===== src/lpwq_defines.vh =====
/*
 * Constants for the low-power wake qualifier: register offsets, field
 * positions, reset values and timing counts.
 * Assumes inclusion by bare name from the design file.
 */
`ifndef LPWQ_DEFINES_VH
`define LPWQ_DEFINES_VH

`define LPWQ_ADR_QUAL_PERIOD    8'h00
`define LPWQ_ADR_QUAL_SELECT    8'h04
`define LPWQ_ADR_LPM_CTRL0      8'h08
`define LPWQ_ADR_WAKE_ENABLE    8'h0C
`define LPWQ_ADR_STATUS         8'h10
`define LPWQ_ADR_COMMAND        8'h14

`define LPWQ_CTRL0_MODE_LSB     0
`define LPWQ_CTRL0_MODE_MSB     1
`define LPWQ_CTRL0_QSTBY_LSB    2
`define LPWQ_CTRL0_QSTBY_MSB    7
`define LPWQ_CTRL0_DIV_LSB      8
`define LPWQ_CTRL0_DIV_MSB      9
`define LPWQ_CTRL0_FLASH_SLEEP  10

`define LPWQ_MODE_IDLE          2'h0
`define LPWQ_MODE_STANDBY       2'h1
`define LPWQ_MODE_HALT          2'h2

`define LPWQ_CTRL0_RESET        32'h0000_0000
`define LPWQ_QPRD_RESET         8'h00
`define LPWQ_QSEL_RESET         8'h00

`define LPWQ_MIN_OSC_WAIT       4
`define LPWQ_XCLK_LOW_DELAY     38
`define LPWQ_HOLD_DIV_LOW       16
`define LPWQ_HOLD_DIV_MID       32
`define LPWQ_HOLD_DIV_HIGH      64
`define LPWQ_IDLE_RESUME        20
`define LPWQ_IDLE_RESUME_SLP    1050
`define LPWQ_STBY_RESUME        100
`define LPWQ_STBY_RESUME_SLP    1125
`define LPWQ_PLL_LOCK_CYCLES    131072

`endif


===== src/lpwq_qualifier.v =====
/*
 * Low-power mode sequencer with input qualification for eight general-purpose
 * inputs and the wake sources, reached over a classic Wishbone slave.
 * Assumes the oscillator clock arrives as a plain pin sampled on sys_clk and
 * that the wake sources keep their own pulse-width obligations.
 */
// Design decisions made here: the placing of the registers and register access over Wishbone.
`include "lpwq_defines.vh"

module lpwq_qualifier #(
  parameter NUM_IN    = 8,
  parameter PLL_LOCK  = `LPWQ_PLL_LOCK_CYCLES
) (
  input  wire              sys_clk,
  input  wire              rst_n,
  input  wire              wb_cyc_i,
  input  wire              wb_stb_i,
  input  wire              wb_we_i,
  input  wire [7:0]        wb_adr_i,
  input  wire [31:0]       wb_dat_i,
  input  wire [3:0]        wb_sel_i,
  output reg  [31:0]       wb_dat_o,
  output reg               wb_ack_o,
  input  wire [NUM_IN-1:0] gp_in,
  input  wire [NUM_IN-1:0] irq_in,
  input  wire              watchdog_interrupt,
  input  wire              nonmaskable_int_input,
  input  wire              external_reset_pin_n,
  input  wire              oscillator_clock,
  output reg  [NUM_IN-1:0] gp_qual_out,
  output reg               cpu_run,
  output reg               system_clock_out_en,
  output reg               external_clock_out_en,
  output reg               periph_clk_en,
  output reg               pll_en,
  output reg               watchdog_clk_en,
  output reg               wake_irq_pending,
  output reg               low_power_active
);

  localparam ST_RUN   = 6'b000001;
  localparam ST_DRAIN = 6'b000010;
  localparam ST_SLEEP = 6'b000100;
  localparam ST_LOCK  = 6'b001000;
  localparam ST_WAKE  = 6'b010000;
  localparam ST_IDLE  = 6'b100000;

  // Divide select 00 and 01 share the shortest hold.
  function [15:0] hold_cycles;
    input [1:0] div;
    begin
      case (div)
        2'h2:    hold_cycles = 16'd`LPWQ_HOLD_DIV_MID;
        2'h3:    hold_cycles = 16'd`LPWQ_HOLD_DIV_HIGH;
        default: hold_cycles = 16'd`LPWQ_HOLD_DIV_LOW;
      endcase
    end
  endfunction

  // Release passes two flops so every register leaves reset on one clean edge.
  reg               rst_s1_q;
  reg               rst_s2_q;
  wire              rst_sync_n = rst_s2_q;

  always @(posedge sys_clk or negedge rst_n) begin
    if (!rst_n) begin
      rst_s1_q <= 1'b0;
      rst_s2_q <= 1'b0;
    end else begin
      rst_s1_q <= 1'b1;
      rst_s2_q <= rst_s1_q;
    end
  end

  // Asynchronous pins pass two flops before anything looks at them.
  reg [NUM_IN+3:0] pin_s1_q;
  reg [NUM_IN+3:0] pin_s2_q;
  always @(posedge sys_clk or negedge rst_sync_n) begin
    if (!rst_sync_n) begin
      pin_s1_q <= {(NUM_IN+4){1'b0}};
      pin_s2_q <= {(NUM_IN+4){1'b0}};
    end else begin
      pin_s1_q <= {oscillator_clock, ~external_reset_pin_n, nonmaskable_int_input,
                   watchdog_interrupt, gp_in};
      pin_s2_q <= pin_s1_q;
    end
  end
  wire [NUM_IN-1:0] gp_sync  = pin_s2_q[NUM_IN-1:0];
  wire              wd_sync  = pin_s2_q[NUM_IN];
  wire              nmi_sync = pin_s2_q[NUM_IN+1];
  wire              xrs_sync = pin_s2_q[NUM_IN+2];
  wire              osc_sync = pin_s2_q[NUM_IN+3];

  reg [7:0]        qual_period_field_q;
  reg [NUM_IN-1:0] qual_select_reg_q;
  reg [31:0]       low_power_ctrl_reg0_q;
  reg [NUM_IN-1:0] wake_enable_q;
  reg              idle_cmd_q;
  wire [1:0] lpm_mode   = low_power_ctrl_reg0_q[`LPWQ_CTRL0_MODE_MSB:`LPWQ_CTRL0_MODE_LSB];
  wire [5:0] standby_wake_qual_count =
    low_power_ctrl_reg0_q[`LPWQ_CTRL0_QSTBY_MSB:`LPWQ_CTRL0_QSTBY_LSB];
  wire [1:0] clock_divide_select =
    low_power_ctrl_reg0_q[`LPWQ_CTRL0_DIV_MSB:`LPWQ_CTRL0_DIV_LSB];
  wire       flash_sleep = low_power_ctrl_reg0_q[`LPWQ_CTRL0_FLASH_SLEEP];

  // One shared sampling strobe serves the whole group of eight inputs.
  reg  [8:0] samp_cnt_q;
  wire       samp_tick = (qual_period_field_q == 8'h00) ||
                         (samp_cnt_q >= {qual_period_field_q, 1'b0} - 9'h001);
  always @(posedge sys_clk or negedge rst_sync_n) begin
    if (!rst_sync_n) samp_cnt_q <= 9'h000;
    else if (samp_tick) samp_cnt_q <= 9'h000;
    else samp_cnt_q <= samp_cnt_q + 9'h001;
  end

  // Six samples span five periods, three samples span two.
  reg [5:0] hist_q [0:NUM_IN-1];
  genvar g;
  generate
    for (g = 0; g < NUM_IN; g = g + 1) begin : qual
      wire [5:0] h   = {hist_q[g][4:0], gp_sync[g]};
      wire       six = qual_select_reg_q[g];
      wire all1 = six ? (&h) : (&h[2:0]);
      wire all0 = six ? ~(|h) : ~(|h[2:0]);
      always @(posedge sys_clk or negedge rst_sync_n) begin
        if (!rst_sync_n) begin
          hist_q[g]      <= 6'h00;
          gp_qual_out[g] <= 1'b0;
        end else if (samp_tick) begin
          hist_q[g] <= h;
          if (all1) gp_qual_out[g] <= 1'b1;
          else if (all0) gp_qual_out[g] <= 1'b0;
        end
      end
    end
  endgenerate

  wire [NUM_IN-1:0] irq_hit = gp_qual_out & irq_in & wake_enable_q;
  wire wake_any = (|irq_hit) || wd_sync || nmi_sync || xrs_sync;

  // Oscillator edge count gates the early-wake guard and the lock wait.
  reg        osc_prev_q;
  wire       osc_rise = osc_sync & ~osc_prev_q;
  reg [17:0] osc_cnt_q;
  reg [15:0] sys_cnt_q;
  reg [5:0]  state_q;
  reg [10:0] resume_cnt_q;
  reg [NUM_IN-1:0] wake_src_q;
  wire [10:0] resume_lim = (lpm_mode == `LPWQ_MODE_IDLE) ?
      (flash_sleep ? 11'd`LPWQ_IDLE_RESUME_SLP : 11'd`LPWQ_IDLE_RESUME) :
      (flash_sleep ? 11'd`LPWQ_STBY_RESUME_SLP : 11'd`LPWQ_STBY_RESUME);
  wire stby_wake_ok = (standby_wake_qual_count == 6'h00) ? 1'b1 :
                      (osc_cnt_q >= {12'h000, standby_wake_qual_count});
  // A clear that meets the exit set loses, so no wake is dropped.
  wire pend_clr = wake_irq_pending && wb_cyc_i && wb_stb_i && wb_we_i &&
                  wb_adr_i == `LPWQ_ADR_STATUS && wb_sel_i[0] && wb_dat_i[0];

  always @(posedge sys_clk or negedge rst_sync_n) begin
    if (!rst_sync_n) begin
      state_q               <= ST_RUN;
      osc_prev_q            <= 1'b0;
      osc_cnt_q             <= 18'h00000;
      sys_cnt_q             <= 16'h0000;
      resume_cnt_q          <= 11'h000;
      wake_src_q            <= {NUM_IN{1'b0}};
      cpu_run               <= 1'b1;
      system_clock_out_en   <= 1'b1;
      external_clock_out_en <= 1'b1;
      periph_clk_en         <= 1'b1;
      pll_en                <= 1'b1;
      watchdog_clk_en       <= 1'b1;
      wake_irq_pending      <= 1'b0;
      low_power_active      <= 1'b0;
    end else begin
      osc_prev_q <= osc_sync;
      if (pend_clr) begin
        wake_irq_pending <= 1'b0;
      end
      case (state_q)
        ST_RUN: begin
          if (idle_cmd_q) begin
            state_q          <= (lpm_mode == `LPWQ_MODE_IDLE) ? ST_IDLE : ST_DRAIN;
            cpu_run          <= 1'b0;
            low_power_active <= 1'b1;
            sys_cnt_q        <= 16'h0000;
            osc_cnt_q        <= 18'h00000;
          end
        end
        ST_IDLE: begin
          if (osc_rise) osc_cnt_q <= osc_cnt_q + 18'h00001;
          if (wake_any) begin
            state_q      <= ST_WAKE;
            resume_cnt_q <= 11'h000;
            wake_src_q   <= irq_hit;
          end
        end
        ST_DRAIN: begin
          if (osc_rise) osc_cnt_q <= osc_cnt_q + 18'h00001;
          sys_cnt_q <= sys_cnt_q + 16'h0001;
          // The external clock stops no later than the system clock, which stops at the later of both points.
          if (sys_cnt_q == `LPWQ_XCLK_LOW_DELAY - 1) begin
            external_clock_out_en <= 1'b0;
          end
          if (sys_cnt_q >= hold_cycles(clock_divide_select) - 16'h0001 &&
              sys_cnt_q >= `LPWQ_XCLK_LOW_DELAY - 1) begin
            state_q             <= ST_SLEEP;
            system_clock_out_en <= 1'b0;
            periph_clk_en       <= 1'b0;
            pll_en              <= (lpm_mode != `LPWQ_MODE_HALT);
            watchdog_clk_en     <= (lpm_mode != `LPWQ_MODE_HALT);
            osc_cnt_q           <= 18'h00000;
          end
        end
        ST_SLEEP: begin
          // Early pulses inside the guard are the source's fault and are ignored.
          if (osc_rise && osc_cnt_q != 18'h3FFFF) osc_cnt_q <= osc_cnt_q + 18'h00001;
          if ((|gp_sync) || wake_any) begin
            if (osc_cnt_q >= `LPWQ_MIN_OSC_WAIT && stby_wake_ok) begin
              wake_src_q <= irq_hit;
              osc_cnt_q  <= 18'h00000;
              resume_cnt_q <= 11'h000;
              state_q    <= (lpm_mode == `LPWQ_MODE_HALT) ? ST_LOCK : ST_WAKE;
              pll_en     <= 1'b1;
            end
          end else if (lpm_mode != `LPWQ_MODE_HALT) begin
            osc_cnt_q <= osc_cnt_q;
          end
        end
        ST_LOCK: begin
          if (osc_rise) osc_cnt_q <= osc_cnt_q + 18'h00001;
          if (osc_cnt_q >= PLL_LOCK[17:0] - 18'h00001) begin
            state_q <= ST_WAKE;
          end
        end
        ST_WAKE: begin
          system_clock_out_en   <= 1'b1;
          external_clock_out_en <= 1'b1;
          periph_clk_en         <= 1'b1;
          watchdog_clk_en       <= 1'b1;
          resume_cnt_q <= resume_cnt_q + 11'h001;
          // A pin wake is qualified only after sleep is left, so sources gather here.
          wake_src_q   <= wake_src_q | irq_hit;
          if (resume_cnt_q >= resume_lim - 11'h001) begin
            state_q          <= ST_RUN;
            cpu_run          <= 1'b1;
            low_power_active <= 1'b0;
            if (|wake_src_q) begin
              wake_irq_pending <= 1'b1;
            end
          end
        end
        default: state_q <= ST_RUN;
      endcase
    end
  end

  // Ack masks the request for one cycle, so a held request is taken once every two cycles.
  wire wb_req = wb_cyc_i & wb_stb_i & ~wb_ack_o;
  always @(posedge sys_clk or negedge rst_sync_n) begin
    if (!rst_sync_n) begin
      wb_ack_o              <= 1'b0;
      wb_dat_o              <= 32'h0000_0000;
      qual_period_field_q   <= `LPWQ_QPRD_RESET;
      qual_select_reg_q     <= `LPWQ_QSEL_RESET;
      low_power_ctrl_reg0_q <= `LPWQ_CTRL0_RESET;
      wake_enable_q         <= {NUM_IN{1'b0}};
      idle_cmd_q            <= 1'b0;
    end else begin
      wb_ack_o   <= wb_req;
      idle_cmd_q <= 1'b0;
      if (wb_req && wb_we_i) begin
        case (wb_adr_i)
          `LPWQ_ADR_QUAL_PERIOD: begin
            if (wb_sel_i[0]) begin
              qual_period_field_q <= wb_dat_i[7:0];
            end
          end
          `LPWQ_ADR_QUAL_SELECT: begin
            if (wb_sel_i[0]) begin
              qual_select_reg_q <= wb_dat_i[NUM_IN-1:0];
            end
          end
          `LPWQ_ADR_LPM_CTRL0: begin
            if (wb_sel_i[0]) begin
              low_power_ctrl_reg0_q[7:0] <= wb_dat_i[7:0];
            end
            if (wb_sel_i[1]) begin
              low_power_ctrl_reg0_q[15:8] <= wb_dat_i[15:8];
            end
          end
          `LPWQ_ADR_WAKE_ENABLE: begin
            if (wb_sel_i[0]) begin
              wake_enable_q <= wb_dat_i[NUM_IN-1:0];
            end
          end
          `LPWQ_ADR_COMMAND: begin
            if (wb_sel_i[0] && wb_dat_i[0] && state_q == ST_RUN) begin
              idle_cmd_q <= 1'b1;
            end
          end
          default: ;
        endcase
      end
      if (wb_req && !wb_we_i) begin
        case (wb_adr_i)
          `LPWQ_ADR_QUAL_PERIOD: wb_dat_o <= {24'h000000, qual_period_field_q};
          `LPWQ_ADR_QUAL_SELECT: wb_dat_o <= {24'h000000, qual_select_reg_q};
          `LPWQ_ADR_LPM_CTRL0:   wb_dat_o <= {16'h0000, low_power_ctrl_reg0_q[15:0]};
          `LPWQ_ADR_WAKE_ENABLE: wb_dat_o <= {24'h000000, wake_enable_q};
          `LPWQ_ADR_STATUS:      wb_dat_o <= {16'h0000, gp_qual_out, 2'h0, state_q[5:0]} |
                                             {31'h0, wake_irq_pending};
          default:               wb_dat_o <= 32'h0000_0000;
        endcase
      end
    end
  end

endmodule


===== config.mk =====
export PLATFORM = sky130hd
export DESIGN_NAME = lpwq_qualifier
export DESIGN_NICKNAME = d
export VERILOG_FILES = /design/src/lpwq_qualifier.v
export VERILOG_INCLUDE_DIRS = /design/src
export SDC_FILE = /design/constraint.sdc
export NUM_CORES = 1
export LEC_CHECK = 0
export BUFFER_PORTS_ARGS = -buffer_cell sky130_fd_sc_hd__buf_4
export CAP_MARGIN = 20
export CORE_UTILIZATION = 53
export CTS_CLUSTER_SIZE = 14
export DETAILED_ROUTE_END_ITERATION = 8
export PLACE_DENSITY = 0.76
export SYNTH_ARGS = -nofsm -noshare
export SYNTH_HDL_FRONTEND = slang
export SYNTH_SLANG_ARGS = --single-unit

===== constraint.sdc =====
create_clock -name sys_clk -period 5.8 [get_ports sys_clk]
set_input_delay 1.16 -clock sys_clk [delete_from_list [all_inputs] [get_ports sys_clk]]
set_output_delay 1.16 -clock sys_clk [all_outputs]
set_load 0.005 [all_outputs]

After elaboration in Yosys (flattened, before gate mapping)
Index checks and enable logic that the tools add are counted.
Widths: inputs -> output; s select.
{"block": "totals", "regBits": 224, "out_inout_bits": 49, "word_cells": 292}
{"block": "classes", "addsub": 7, "order_cmp": 7, "eq_ne": 26, "mux": 90, "n_bitwise": 26, "reduce_logical": 94}
{"operator": "$mux 18", "count": 7}
{"operator": "$pmux 16 s5", "count": 1}
{"operator": "$pmux 18 s4", "count": 1}
{"operator": "$mux 11", "count": 6}
{"operator": "$mux 1", "count": 49}
{"operator": "$mux 6", "count": 8}
{"operator": "$reduce_and 6->1", "count": 8}
{"operator": "$reduce_or 6->1", "count": 8}
{"operator": "$reduce_and 3->1", "count": 15}
{"operator": "$pmux 6 s6", "count": 1}
{"operator": "$pmux 11 s3", "count": 1}
{"operator": "$mux 16", "count": 2}
{"operator": "$pmux 16 s2", "count": 1}
{"operator": "$mux 8", "count": 3}
{"operator": "$pmux 8 s3", "count": 1}
{"operator": "$reduce_bool 2->1", "count": 12}
{"operator": "$reduce_or 3->1", "count": 8}
{"operator": "$reduce_or 8->1", "count": 3}
{"operator": "$reduce_and 2->1", "count": 11}
{"operator": "$not 1->1", "count": 19}
{"operator": "$add 18x1->18 const B", "count": 1}
{"operator": "$ge 18x17->1 const B", "count": 1}
{"operator": "$ge 18x3->1 const B", "count": 1}
{"operator": "$ge 18x6->1", "count": 1}
{"operator": "other kinds (43)", "count": 81}

Longest topological paths before layout
Gate-level depths: netlist of run 1.
{"block": "logic_depth", "ltp_word": 10, "mapped_depth": 14, "ltp_nobuf": 12}

Worst setup path before layout of run 1
OpenSTA, ideal clock, no wires.
{"block": "synth_timing", "path_type": "input to register", "start": "input wb_adr_i[5]", "end": "register low_power_ctrl_reg0_q[8], in the netlist clock_divide_select[0]", "t_arrival_ns": 2.964, "required_time_ns": 5.675, "slack_ns": 2.711, "path_stages": 8, "n_path_buf": 2, "path_cell_list": "nor3_1 -> and3b_1 -> buf_2 -> nand2_1 -> nor2_1 -> and4_1 -> buf_2 -> mux2_2"}
{"block": "synth_via", "elab_chain_len": 2}
{"element": "from (decl)", "line_no": "lpwq_qualifier.v:19", "source": "input wire [7:0] wb_adr_i,"}
{"element": "$eq 8x4->1", "line_no": "lpwq_qualifier.v:272", "source": "case (wb_adr_i)"}
{"element": "$reduce_and 3->1 (no line)"}
{"element": "to (signal assigned)", "line_no": "lpwq_qualifier.v:265", "source": "low_power_ctrl_reg0_q <= `LPWQ_CTRL0_RESET;"}
{"element": "to (signal assigned)", "line_no": "lpwq_qualifier.v:288", "source": "low_power_ctrl_reg0_q[15:8] <= wb_dat_i[15:8];"}
{"element": "to (decl)", "line_no": "lpwq_qualifier.v:96", "source": "reg [31:0] low_power_ctrl_reg0_q;"}
Every way passes these cells.
A chain may end at the register's enable or synchronous reset.

Final worst setup path of run 1
{"block": "layout_timing", "start": "register qual_period_field_q[4]", "end": "register hist_q[24] in the netlist's numbering"}
{"block": "layout_via", "elab_chain_len": 3, "word_cells_on_any_way": 4}
{"element": "from (decl)", "line_no": "lpwq_qualifier.v:94", "source": "reg [7:0] qual_period_field_q;"}
{"element": "from (signal assigned)", "line_no": "lpwq_qualifier.v:263", "source": "qual_period_field_q <= `LPWQ_QPRD_RESET;"}
{"element": "from (signal assigned)", "line_no": "lpwq_qualifier.v:275", "source": "qual_period_field_q <= wb_dat_i[7:0];"}
{"element": "$sub 9x1->9", "line_no": "lpwq_qualifier.v:109", "source": "(samp_cnt_q >= {qual_period_field_q, 1'b0} - 9'h001);"}
{"element": "$ge 9x9->1", "line_no": "lpwq_qualifier.v:109"}
{"element": "$logic_or 1x1->1 *", "line_no": "lpwq_qualifier.v:108", "source": "wire samp_tick = (qual_period_field_q == 8'h00) ||"}
{"element": "to (signal, indexed assignment)", "line_no": "lpwq_qualifier.v:130", "source": "hist_q[g] <= h;"}
{"element": "to (decl)", "line_no": "lpwq_qualifier.v:117", "source": "reg [5:0] hist_q [0:NUM_IN-1];"}
Every way passes the cells marked *; elsewhere a longest branch is shown, timed or not.

==> run_results.csv, run 1 <==
group,metric,value,unit
status,status,"finished, final reports clean",
layout,nNetsFinal,1186,
clock_network,clockRootBuffer,"clkbuf_16",
run,max_cap_violations,0,
layout,fill_cells,1617,
synth,async_flop_share,100,%
clock_network,clockBufferDepth,3,
synth,synth_top_area_share,48.3,%
pwr,ir_worst_vdd,0.000251,V
clock_network,insertion_delay,510,ps
layout,layout_common_cells,"dfrtp_1, nand2_1, buf_4, mux2_2, nor2_1",
clock_network,cts.sinks,208,
clock_network,cts_buffers,23,
synth,ys_ff_latch,208,
route,drt_wl_total,24500,um
synth,synth_cells,1010,
critical_path,startpoint_type,"flop",
sta,finalSetupTns,0,ps
route,drc,0,
clock_network,cts_resized,0,
critical_path,cp_common_cell,"or3_1",
die,io_pins,118,
global_routing,grt_max_degree,152,
sta,drv_slew,0,
critical_path,slowest_stage,"a41oi_4",
synth,synth_edf_count,0,
die,rows,51,
synth,syn_avg_cell_area,10.4,um2
critical_path,critPathMaxStageDelay,700,ps
sta,fin_crit,3830,ps
sta,tightestPinTransition,994,ps
pwr,p_clk_share,45.3,%
die,coreArea,19400,um2
synth,synth-xor-area-share,1.68,%
clock_network,htree_levels,1,
synth,yosys_most_used_dff,"dfrtp_1",
global_routing,overflow,0,
synth,synth_top_family_by_area,"simple AND/OR/NAND/NOR gates",
global_routing,antenna_found_initial,0,
min_path,hp-class,"reg -> reg",
critical_path,critical_path_buf_inv_count,1,
synth,yosysSeqAreaShare,49.8,%
route,vias,8074,
layout,layout_commonest_cell,"dfrtp_1",
sta,fmax,0.261,GHz
route,dr.pass1.iters,5,
route,ant_nets,0,
pwr,switching_share,23.2,%
layout,drive_above_1_share,20.3,%
die,die_w,142,um
critical_path,cp-end-kind,"flop",
place,io_buffers,83,
sta,setup_viol,0,
sta,finalCritPeriodShare,66.0,%
place,hpwlAfterDp,17200,um
pwr,intPower,2.56,mW
clock_network,path_clk_slew,60,ps
clock_network,cts_setup_buffers,0,
pwr,pwr-share-comb,6.9,%
layout,syn2layout_area_growth,15.1,%
synth,synth_cell_types,68,
die,start_util,53.9,%
critical_path,path_cells,"or3_1 > or3_1 > nor3_1 > xnor2_1 > ha_1 > a21oi_1 > o21ai_0 > a41oi_4 > buf_4 > mux2_2",
pwr,switchingPower,774,uW
sta,hold_viol_final,0,
die,dieArea,20300,um2
critical_path,cp.required,6190,ps
route,wl_per_cell,17.9,um
die,die_h,142,um
synth,netlist_area,10500,um2
critical_path,crit_fanout,37,
synth,synth_adder_area_share,4.07,%
synth,netlist_top_cells_area,"dfrtp_1, mux2_2, ha_1",
route,drt_iter0_drc,497,
synth,yosys.area_share.simple,17.9,%
critical_path,cp_top_family,"compound AO/OA/AOI/OAI gates",
pwr,pwr-share-seq,47.8,%
global_routing,grt_pass1_vias,7622,
layout,antenna_cells,0,
synth,synth_mux_area_share,9.73,%
global_routing,grt_first_pass_wirelength,39700,um
sta,fin_skew,8.27,ps
critical_path,path_class,"reg -> reg",
clock_network,cts_tree,"done",
sta,grt_setup_unrepaired,"no",
critical_path,worstPathArrival,4220,ps
layout,fin_util,62.1,%
synth,ys_warn_count,0,
synth,synth.largest_area_cell,"dfrtp_1",
route,via_per_inst,5.92,
synth,synth_compound_area_share,13.2,%
pwr,power.density,277,nW/um2
pwr,p_leak,5.53,nW
clock_network,holdBufCountCts,0,
sta,slew_headroom,33.6,%
place,routabilityCongestion,0.944,
global_routing,grtUsageTotal,24.8,%
[final cells by class]
cell class	instances	area (um2)	share of cell area [%]
clock inverters	13	148	1.23
clock buffers	28	644	5.35
repair buffers	86	658	5.47
flip-flops and latches	208	5220	43.3
inverters	21	78.8	0.655
multi-input cells	743	4960	41.2
well taps	265	332	2.75
[synthesized netlist by cell type (11+ instances only)]
| library cell | number |
|---|---|
| nor4_1 | 11 |
| buf_4 | 17 |
| xnor2_1 | 15 |
| nand4_1 | 33 |
| mux2i_1 | 15 |
| nand3_1 | 54 |
| nor2_1 | 62 |
| clkbuf_1 | 24 |
| a31oi_1 | 12 |
| nand2b_1 | 11 |
| o21ai_0 | 55 |
| a21oi_1 | 56 |
| dfrtp_1 | 202 |
| and3_1 | 23 |
| mux2_2 | 77 |
| nor3_1 | 21 |
| inv_1 | 21 |
| and2_1 | 15 |
| o31ai_1 | 14 |
| ha_1 | 34 |
| nand2_1 | 90 |
[sequential cells by signal, summed over array words and instances, names as in the netlist, 2 cells and up]
register and cells:
samp_cnt_q 9, state_q 6, gp_qual_out 8, hist_q 40, low_power_ctrl_reg0_q 13, resume_cnt_q 11, clock_divide_select 2, sys_cnt_q 16
wake_enable_q 8, wb_dat_o 16, wake_src_q 8, pin_s1_q 12, osc_cnt_q 18, qual_period_field_q 8, qual_select_reg_q 8, pin_s2_q 12
[power by group through the flow]
| stage | sequential, mW | clock (mW) | combinational (mW) |
|---|---|---|---|
| after floorplan | 1.60 | 0 | 0.111 |
| after detailed placement | 1.62 | 0 | 0.230 |
| final | 1.59 | 1.51 | 0.229 |
| after CTS | 1.59 | 1.54 | 0.231 |
| after global routing | 1.60 | 1.59 | 0.255 |
| after global placement | 1.62 | 0 | 0.223 |
[metal layers]
metal	routed length, um	vias to the layer above	track usage [%]
li1	-	3835	-
met1	11200	3948	35.1
met2	11100	247	38.5
met3	1350	44	3.97
met4	818	0	9.34
met5	0	-	0
[cell families (layout without fill, tap and decap cells)]
family                     count (synthesis)  count (layout)
DFF                                      208             208
adders and majority gates                 34              34
muxes                                     92              92
AOI/OAI and AO/OA                        217             217
other                                      2              18
and+or+nand+nor                          362             362
buffers and inverters                     75             148
xor gates and xnor gates                  20              20
[worst paths after layout]
| kind | from | endpoint | slack, ps | cells after the start |
|---|---|---|---|---|
| max in group asynchronous | rst_s2_q | low_power_ctrl_reg0_q[14] | 4160 | 1 |
| setup reg to reg | qual_period_field_q[4] | hist_q[24] | 1970 | 10 |
| hold reg to reg | pin_s1_q[4] | pin_s2_q[4] | 350 | 0 |
| min in group asynchronous | rst_s2_q | osc_cnt_q[1] | 400 | 0 |
| setup / recovery | qual_period_field_q[4] | hist_q[24] | 1970 | 10 |
| hold / removal | pin_s1_q[4] | pin_s2_q[4] | 350 | 0 |
[worst register-to-register path, cell delays in order, from the launching register on]
cell     delay, ps
dfrtp_1        430
or3_1          400
or3_1          330
nor3_1         180
xnor2_1        140
ha_1           290
a21oi_1        140
o21ai_0        160
a41oi_4        700
buf_4          520
mux2_2         410
[through the flow]
stage	cells	power [mW]	hold slack [ps]	cell area, um2	worst slack, ps
floorplan	1026	1.72	331	10500	2380
global placement	1323	1.84	332	11200	1890
detailed placement	1323	1.85	335	11200	1850
CTS	1364	3.36	348	12000	1990
global route	1364	3.45	355	12000	1720
finish	1364	3.33	346	12000	1970
Power figures use the tool's default switching activity.
==> run 2, diff against run 1 <==
Settings changed: CORE_UTILIZATION 53 to 59, PLACE_DENSITY 0.76 to 0.8.
Clock period 5.8 ns to 3.7 ns, I/O delays scaled along.
==> run 2 against run 1 <==
Against the previous run: setup slack got worse by 1600 ps; sequential share of layout area fell by 0.21 points; sequential power rose by 57%; worst hold slack got worse by 8.2 ps; critical path depth did not move; combinational power rose by 67%; via count rose by 1.9%; global-route usage rose by 3.3 points; clock skew fell by 1.8 ps; first-iteration DRC count rose by 36%; flip-flop and latch count did not move; critical endpoint is now hist_q[38]; largest cell class unchanged.
==> run_results.csv, run 2 (synthesis gave the netlist of run 1 again) <==
group,metric,value,unit
die,die_h,135,um
route,via_per_inst,6.16,
pwr,finalPower,5.26,mW
clock_network,cts_resized,0,
critical_path,critPathMaxStageDelay,440,ps
critical_path,path_class,"reg -> reg",
sta,finalCritPeriodShare,90.9,%
sta,fmax,0.297,GHz
global_routing,grt_first_pass_wirelength,40700,um
route,wl_per_cell,18.8,um
sta,tightestPinTransition,1050,ps
place,routabilityCongestion,0.892,
clock_network,insertion_delay,510,ps
clock_network,clockBufferDepth,3,
die,start_util,60.5,%
layout,layout_commonest_cell,"dfrtp_1",
route,dr.pass1.iters,5,
status,status,"finished, final reports clean",
clock_network,cts_buffers,23,
critical_path,crit-reg2reg-launch,"qual_period_field_q[4]",
layout,layout_common_cells,"dfrtp_1, buf_4, nand2_1, mux2_2, nor2_1",
critical_path,slowest_stage,"dfrtp_1",
layout,fin_area,12100,um2
die,rows,48,
route,drc,0,
sta,setup_ws,336,ps
min_path,hold_start,"oscillator_clock",
critical_path,r2r_setup_slack,340,ps
place,dp_slack,408,ps
critical_path,cp.required,4090,ps
pwr,p_leak,5.58,nW
critical_path,path_cells,"or3_1 > or3_1 > nor3_1 > xnor2_1 > ha_1 > a21oi_1 > o21ai_0 > a41oi_4 > buf_4 > mux2_2",
route,drt_wl_total,25100,um
layout,syn2layout_area_growth,15.7,%
sta,setup_viol,0,
place,hpwlAfterDp,17600,um
sta,drv_slew,0,
global_routing,grtUsageTotal,28.2,%
critical_path,worstPathArrival,3750,ps
sta,finalSetupTns,0,ps
layout,antenna_cells,0,
pwr,power.density,435,nW/um2
critical_path,regToRegEndpoint,"hist_q[38]",
route,ant_nets,0,
die,coreArea,17300,um2
sta,fin_crit,3360,ps
min_path,min_path_cells,1,
sta,grt_setup_unrepaired,"no",
critical_path,cp_common_cell,"or3_1",
min_path,hp-class,"in -> reg",
layout,drive_above_1_share,20.8,%
die,dieArea,18300,um2
layout,nNetsFinal,1197,
clock_network,clockRootBuffer,"clkbuf_16",
critical_path,reg2reg_depth,10,
clock_network,path_clk_slew,60,ps
global_routing,grt_pass1_vias,7935,
route,vias,8231,
place,io_buffers,83,
run,max_cap_violations,0,
global_routing,grt_max_degree,67,
critical_path,crit_fanout,15,
global_routing,antenna_found_initial,0,
pwr,ir_worst_vdd,0.000429,V
layout,reg_top3,"hist_q (40), osc_cnt_q (18)",
sta,fin_skew,6.49,ps
die,die_w,135,um
place,postPlaceCellArea,11300,um2
sta,holdWs,338,ps
clock_network,htree_levels,1,
layout,regMostFlops,"hist_q",
route,drt_iter0_drc,676,
sta,slew_headroom,30.0,%
sta,hold_viol_final,0,
clock_network,cts_tree,"done",
critical_path,cp-end-kind,"flop",
min_path,hold_end,"pin_s1_q[11]",
layout,fill_cells,1281,
layout,largest_register_ffs,40,
critical_path,startpoint_type,"flop",
clock_network,cts.sinks,208,
global_routing,overflow,0,
die,io_pins,118,
[run 2: cell types whose count changed in the layout (fill, tap and decap cells not counted), moves of 2 or more]
cell | before | now
buf_12 | 1 | 3
buf_4 | 85 | 93
clkbuf_1 | 0 | 3
clkbuf_8 | 5 | 2
[run 2: how the worst max path moves through the flow]
stage / from / endpoint / slack, ps / cells past startpoint
global placement: qual_period_field_q[4] / hist_q[2] / 490 / 10
floorplan: rst_s2_q / clock_divide_select[0] / 280 / 0
detailed placement: qual_period_field_q[4] / hist_q[36] / 410 / 10
CTS: qual_period_field_q[4] / hist_q[38] / 360 / 10
finish: qual_period_field_q[4] / hist_q[38] / 340 / 10
global route: qual_period_field_q[4] / hist_q[38] / 160 / 10
[run 2: final cells by class]
class | instances | area [um2] | area share (%)
clock inverters | 14 | 176 | 1.46
inverters | 21 | 78.8 | 0.651
clock buffers | 28 | 614 | 5.08
repair buffers | 97 | 768 | 6.35
flip-flops and latches | 208 | 5220 | 43.1
multi-input cells | 743 | 4960 | 41.0
well taps | 225 | 282 | 2.33
[run 2: worst max-delay path: cells and delay by family, from the launching register on]
family | cells | cell delay [ps]
AO/OA/AOI/OAI | 3 | 740
XOR/XNOR | 1 | 160
adder cells (fa/ha/maj) | 1 | 290
buffers and inverters | 1 | 300
flip-flops | 1 | 440
multiplexers | 1 | 360
AND/OR/NAND/NOR | 3 | 950
[run 2: report_power, final]
group	internal, mW	total [mW]	switching, mW	leakage (nW)
sequential	2.38	2.49	0.113	2.58
combinational	0.196	0.382	0.186	2.61
clock	1.46	2.39	0.928	0.394
total	4.04	5.26	1.23	5.58
[run 2: what timing repair did]
item	in CTS	in global routing
endpoints found under the hold margin	2	0
setup buffers	0	0
hold buffers	1	0
[run 2: metrics by stage]
| stage | util, % | cells |
|---|---|---|
| 4_1_cts | 70.0 | 1336 |
| 3_3_place_gp | 65.3 | 1293 |
| 3_5_place_dp | 65.3 | 1293 |
| 6_report | 70.0 | 1336 |
| 5_1_grt | 70.0 | 1336 |
| 2_1_floorplan | - | 1026 |
[run 2: per-layer routing]
layer / global-route usage (%) / vias to the layer above / share of wire, %
li1: - / 3843 / -
met1: 38.3 / 4084 / 43
met2: 47.4 / 249 / 49
met3: 4.12 / 55 / 5.6
met4: 7.43 / 0 / 2.5
met5: 0 / - / 0
==> run 3, diff against run 2 <==
Settings changed: CELL_PAD_IN_SITES_DETAIL_PLACEMENT set to 0, CELL_PAD_IN_SITES_GLOBAL_PLACEMENT set to 1, CORE_UTILIZATION 59 to 46, PLACE_DENSITY 0.8 to not set, PLACE_DENSITY_LB_ADDON set to 0.1.
Clock period 3.7 ns to 3.13 ns, I/O delays scaled along.
==> run 3 against run 2 <==
Against the previous run: the flow now finishes with violations (DRC); utilization fell by 14 points; design area rose by 2.1%; worst hold slack got worse by 130 ps; global-route usage fell by 5.9 points; flip-flop and latch count did not move; cell count rose by 5.9%; maximum frequency rose by 14%; power rose by 15%; clock power rose by 9.6%; critical endpoint is now hist_q[44]; largest cell class unchanged.
==> run_results.csv, run 3 (synthesis gave the netlist of run 1 again) <==
group,metric,value,unit
sta,finalSetupTns,0,ps
sta,slew_headroom,53.7,%
layout,layout_commonest_cell,"dfrtp_1",
clock_network,htree_levels,1,
place,io_buffers,83,
place,routabilityCongestion,0.795,
critical_path,crit-reg2reg-launch,"qual_period_field_q[4]",
pwr,pwr-share-comb,8.5,%
clock_network,insertion_delay,520,ps
route,ant_nets,0,
critical_path,cp-end-kind,"flop",
clock_network,cts_tree,"done",
die,rows,54,
layout,reg_top3,"hist_q (40), osc_cnt_q (18)",
die,coreArea,22000,um2
global_routing,grtUsageTotal,22.2,%
layout,layout_common_cells,"dfrtp_1, buf_4, nand2_1, mux2_2, nor2_1",
global_routing,antenna_found_initial,0,
pwr,finalPower,6.05,mW
route,vias,8082,
critical_path,cp_top_family,"simple AND/OR/NAND/NOR gates",
pwr,p_clk_share,43.3,%
sta,fmax,0.338,GHz
sta,finalCritPeriodShare,94.5,%
critical_path,critPathMaxStageDelay,380,ps
min_path,hp-class,"in -> reg",
critical_path,cp.required,3530,ps
route,drt_wl_total,26000,um
critical_path,crit_fanout,32,
min_path,hold_end,"pin_s1_q[8]",
sta,drv_slew,0,
layout,fill_cells,1976,
pwr,switching_share,24.1,%
layout,drive_above_1_share,22.6,%
layout,largest_register_ffs,40,
layout,layout.cells.non_filler,1415,
status,violations,"DRC",
die,dieArea,23300,um2
clock_network,path_clk_slew,60,ps
place,hpwlAfterDp,18800,um
layout,antenna_cells,0,
pwr,pwr-share-seq,48.2,%
critical_path,regToRegEndpoint,"hist_q[44]",
route,drt_iter0_drc,496,
critical_path,slowest_stage,"or3_1",
die,start_util,47.5,%
clock_network,cts.sinks,208,
layout,syn2layout_area_growth,18.1,%
critical_path,cp_common_cell,"or3_1",
route,wl_per_cell,18.4,um
place,dp.cells,1371,
global_routing,grt_max_degree,83,
sta,hold_viol_final,0,
run,max_cap_violations,0,
sta,setup_viol,0,
critical_path,worstPathArrival,3360,ps
layout,nNetsFinal,1223,
route,drc,13,
die,die_w,153,um
pwr,intPower,4.59,mW
global_routing,overflow,0,
global_routing,grt_first_pass_wirelength,41700,um
pwr,power.density,490,nW/um2
sta,fin_skew,23.4,ps
sta,fin_crit,2960,ps
critical_path,critical_path_buf_inv_count,2,
pwr,p_leak,5.70,nW
critical_path,startpoint_type,"flop",
clock_network,clockRootBuffer,"clkbuf_16",
route,via_per_inst,5.71,
min_path,min_path_cells,1,
pwr,switchingPower,1.46,mW
critical_path,r2r_setup_slack,170,ps
global_routing,grt_pass1_vias,7609,
die,die_h,153,um
sta,grt_setup_unrepaired,"no",
pwr,ir_worst_vdd,0.000470,V
sta,tightestPinTransition,689,ps
layout,regMostFlops,"hist_q",
status,status,"finished, violations left",
critical_path,path_cells,"or3_1 > or3_1 > nor3_2 > xnor2_1 > ha_1 > a21oi_1 > o21ai_1 > a41oi_4 > buf_12 > clkbuf_16 > mux2_2",
min_path,hold_start,"watchdog_interrupt",
critical_path,path_class,"reg -> reg",
die,io_pins,118,
clock_network,cts_buffers,23,
critical_path,reg2reg_depth,11,
clock_network,clockBufferDepth,3,
route,dr.pass1.iters,9,
run 3: cell count changes in the layout (fill, tap and decap cells not counted), sizes merged:
cell	before	now
clkinvlp	1	0
bufinv	4	1
inv	22	23
clkbuf	28	32
clkinv	8	7
buf	96	120
run 3: worst max-delay path by stage:
stage,startpoint,end,slack (ps),cells past startpoint
after global placement,qual_period_field_q[4],hist_q[22],130,10
after global routing,qual_period_field_q[4],hist_q[37],40,11
after floorplan,qual_period_field_q[4],hist_q[36],120,11
final,qual_period_field_q[4],hist_q[44],170,11
after detailed placement,qual_period_field_q[4],hist_q[1],110,10
after CTS,qual_period_field_q[4],hist_q[31],100,10
run 3: power groups by stage:
stage               Clock [mW]  Combinational, mW  Sequential, mW
floorplan                    0              0.205            2.97
global placement             0              0.495            2.96
detailed placement           0              0.502            2.96
CTS                       2.70              0.504            2.91
global route              2.79              0.566            2.93
finish                    2.62              0.512            2.92
run 3: final cells by class:
cell class                      instances  area, um2  area share [%]
Tap cell                              280        350            2.84
Clock inverter                         10       82.6           0.669
Multi-Input combinational cell        743       4970            40.2
Timing Repair Buffer                  123       1010            8.19
Inverter                               21       78.8           0.638
Sequential cell                       208       5220            42.2
Clock buffer                           30        642            5.20
run 3: worst register-to-register path, delay by kind of cell, from the launching register on:
| kind | cells | cell delay (ps) |
|---|---|---|
| flops | 1 | 370 |
| buf+inv | 2 | 350 |
| mux | 1 | 350 |
| compound gates | 3 | 460 |
| simple gates | 3 | 890 |
| fa+ha+maj | 1 | 290 |
| xor+xnor | 1 | 150 |
run 3: metal layers:
layer  vias up  GRT usage, %  share of wire, %
met1      3954          33.4                50
li1       3903             -                 -
met4         0          4.23               1.6
met2       188          34.2                44
met5         -             0                 0
met3        37          3.16               4.6
run 3: timing repair:
item / CTS / global route
setup endpoints to repair: 0 / 40
hold buffers: 1 / 0
gates resized for setup: 0 / 2
endpoints found under the hold margin: 2 / 0
buffers inserted: 0 / 1
run 3: metrics by stage:
stage | instance area, um2 | hold slack, ps | util [%] | setup WS, ps
5_1_grt | 12400 | 191 | 56.1 | 43.1
4_1_cts | 12300 | 190 | 55.7 | 95.7
6_report | 12400 | 210 | 56.1 | 171
3_5_place_dp | 11500 | 289 | 52.4 | 113
3_3_place_gp | 11500 | 281 | 52.4 | 128
2_1_floorplan | 10500 | 330 | - | 124
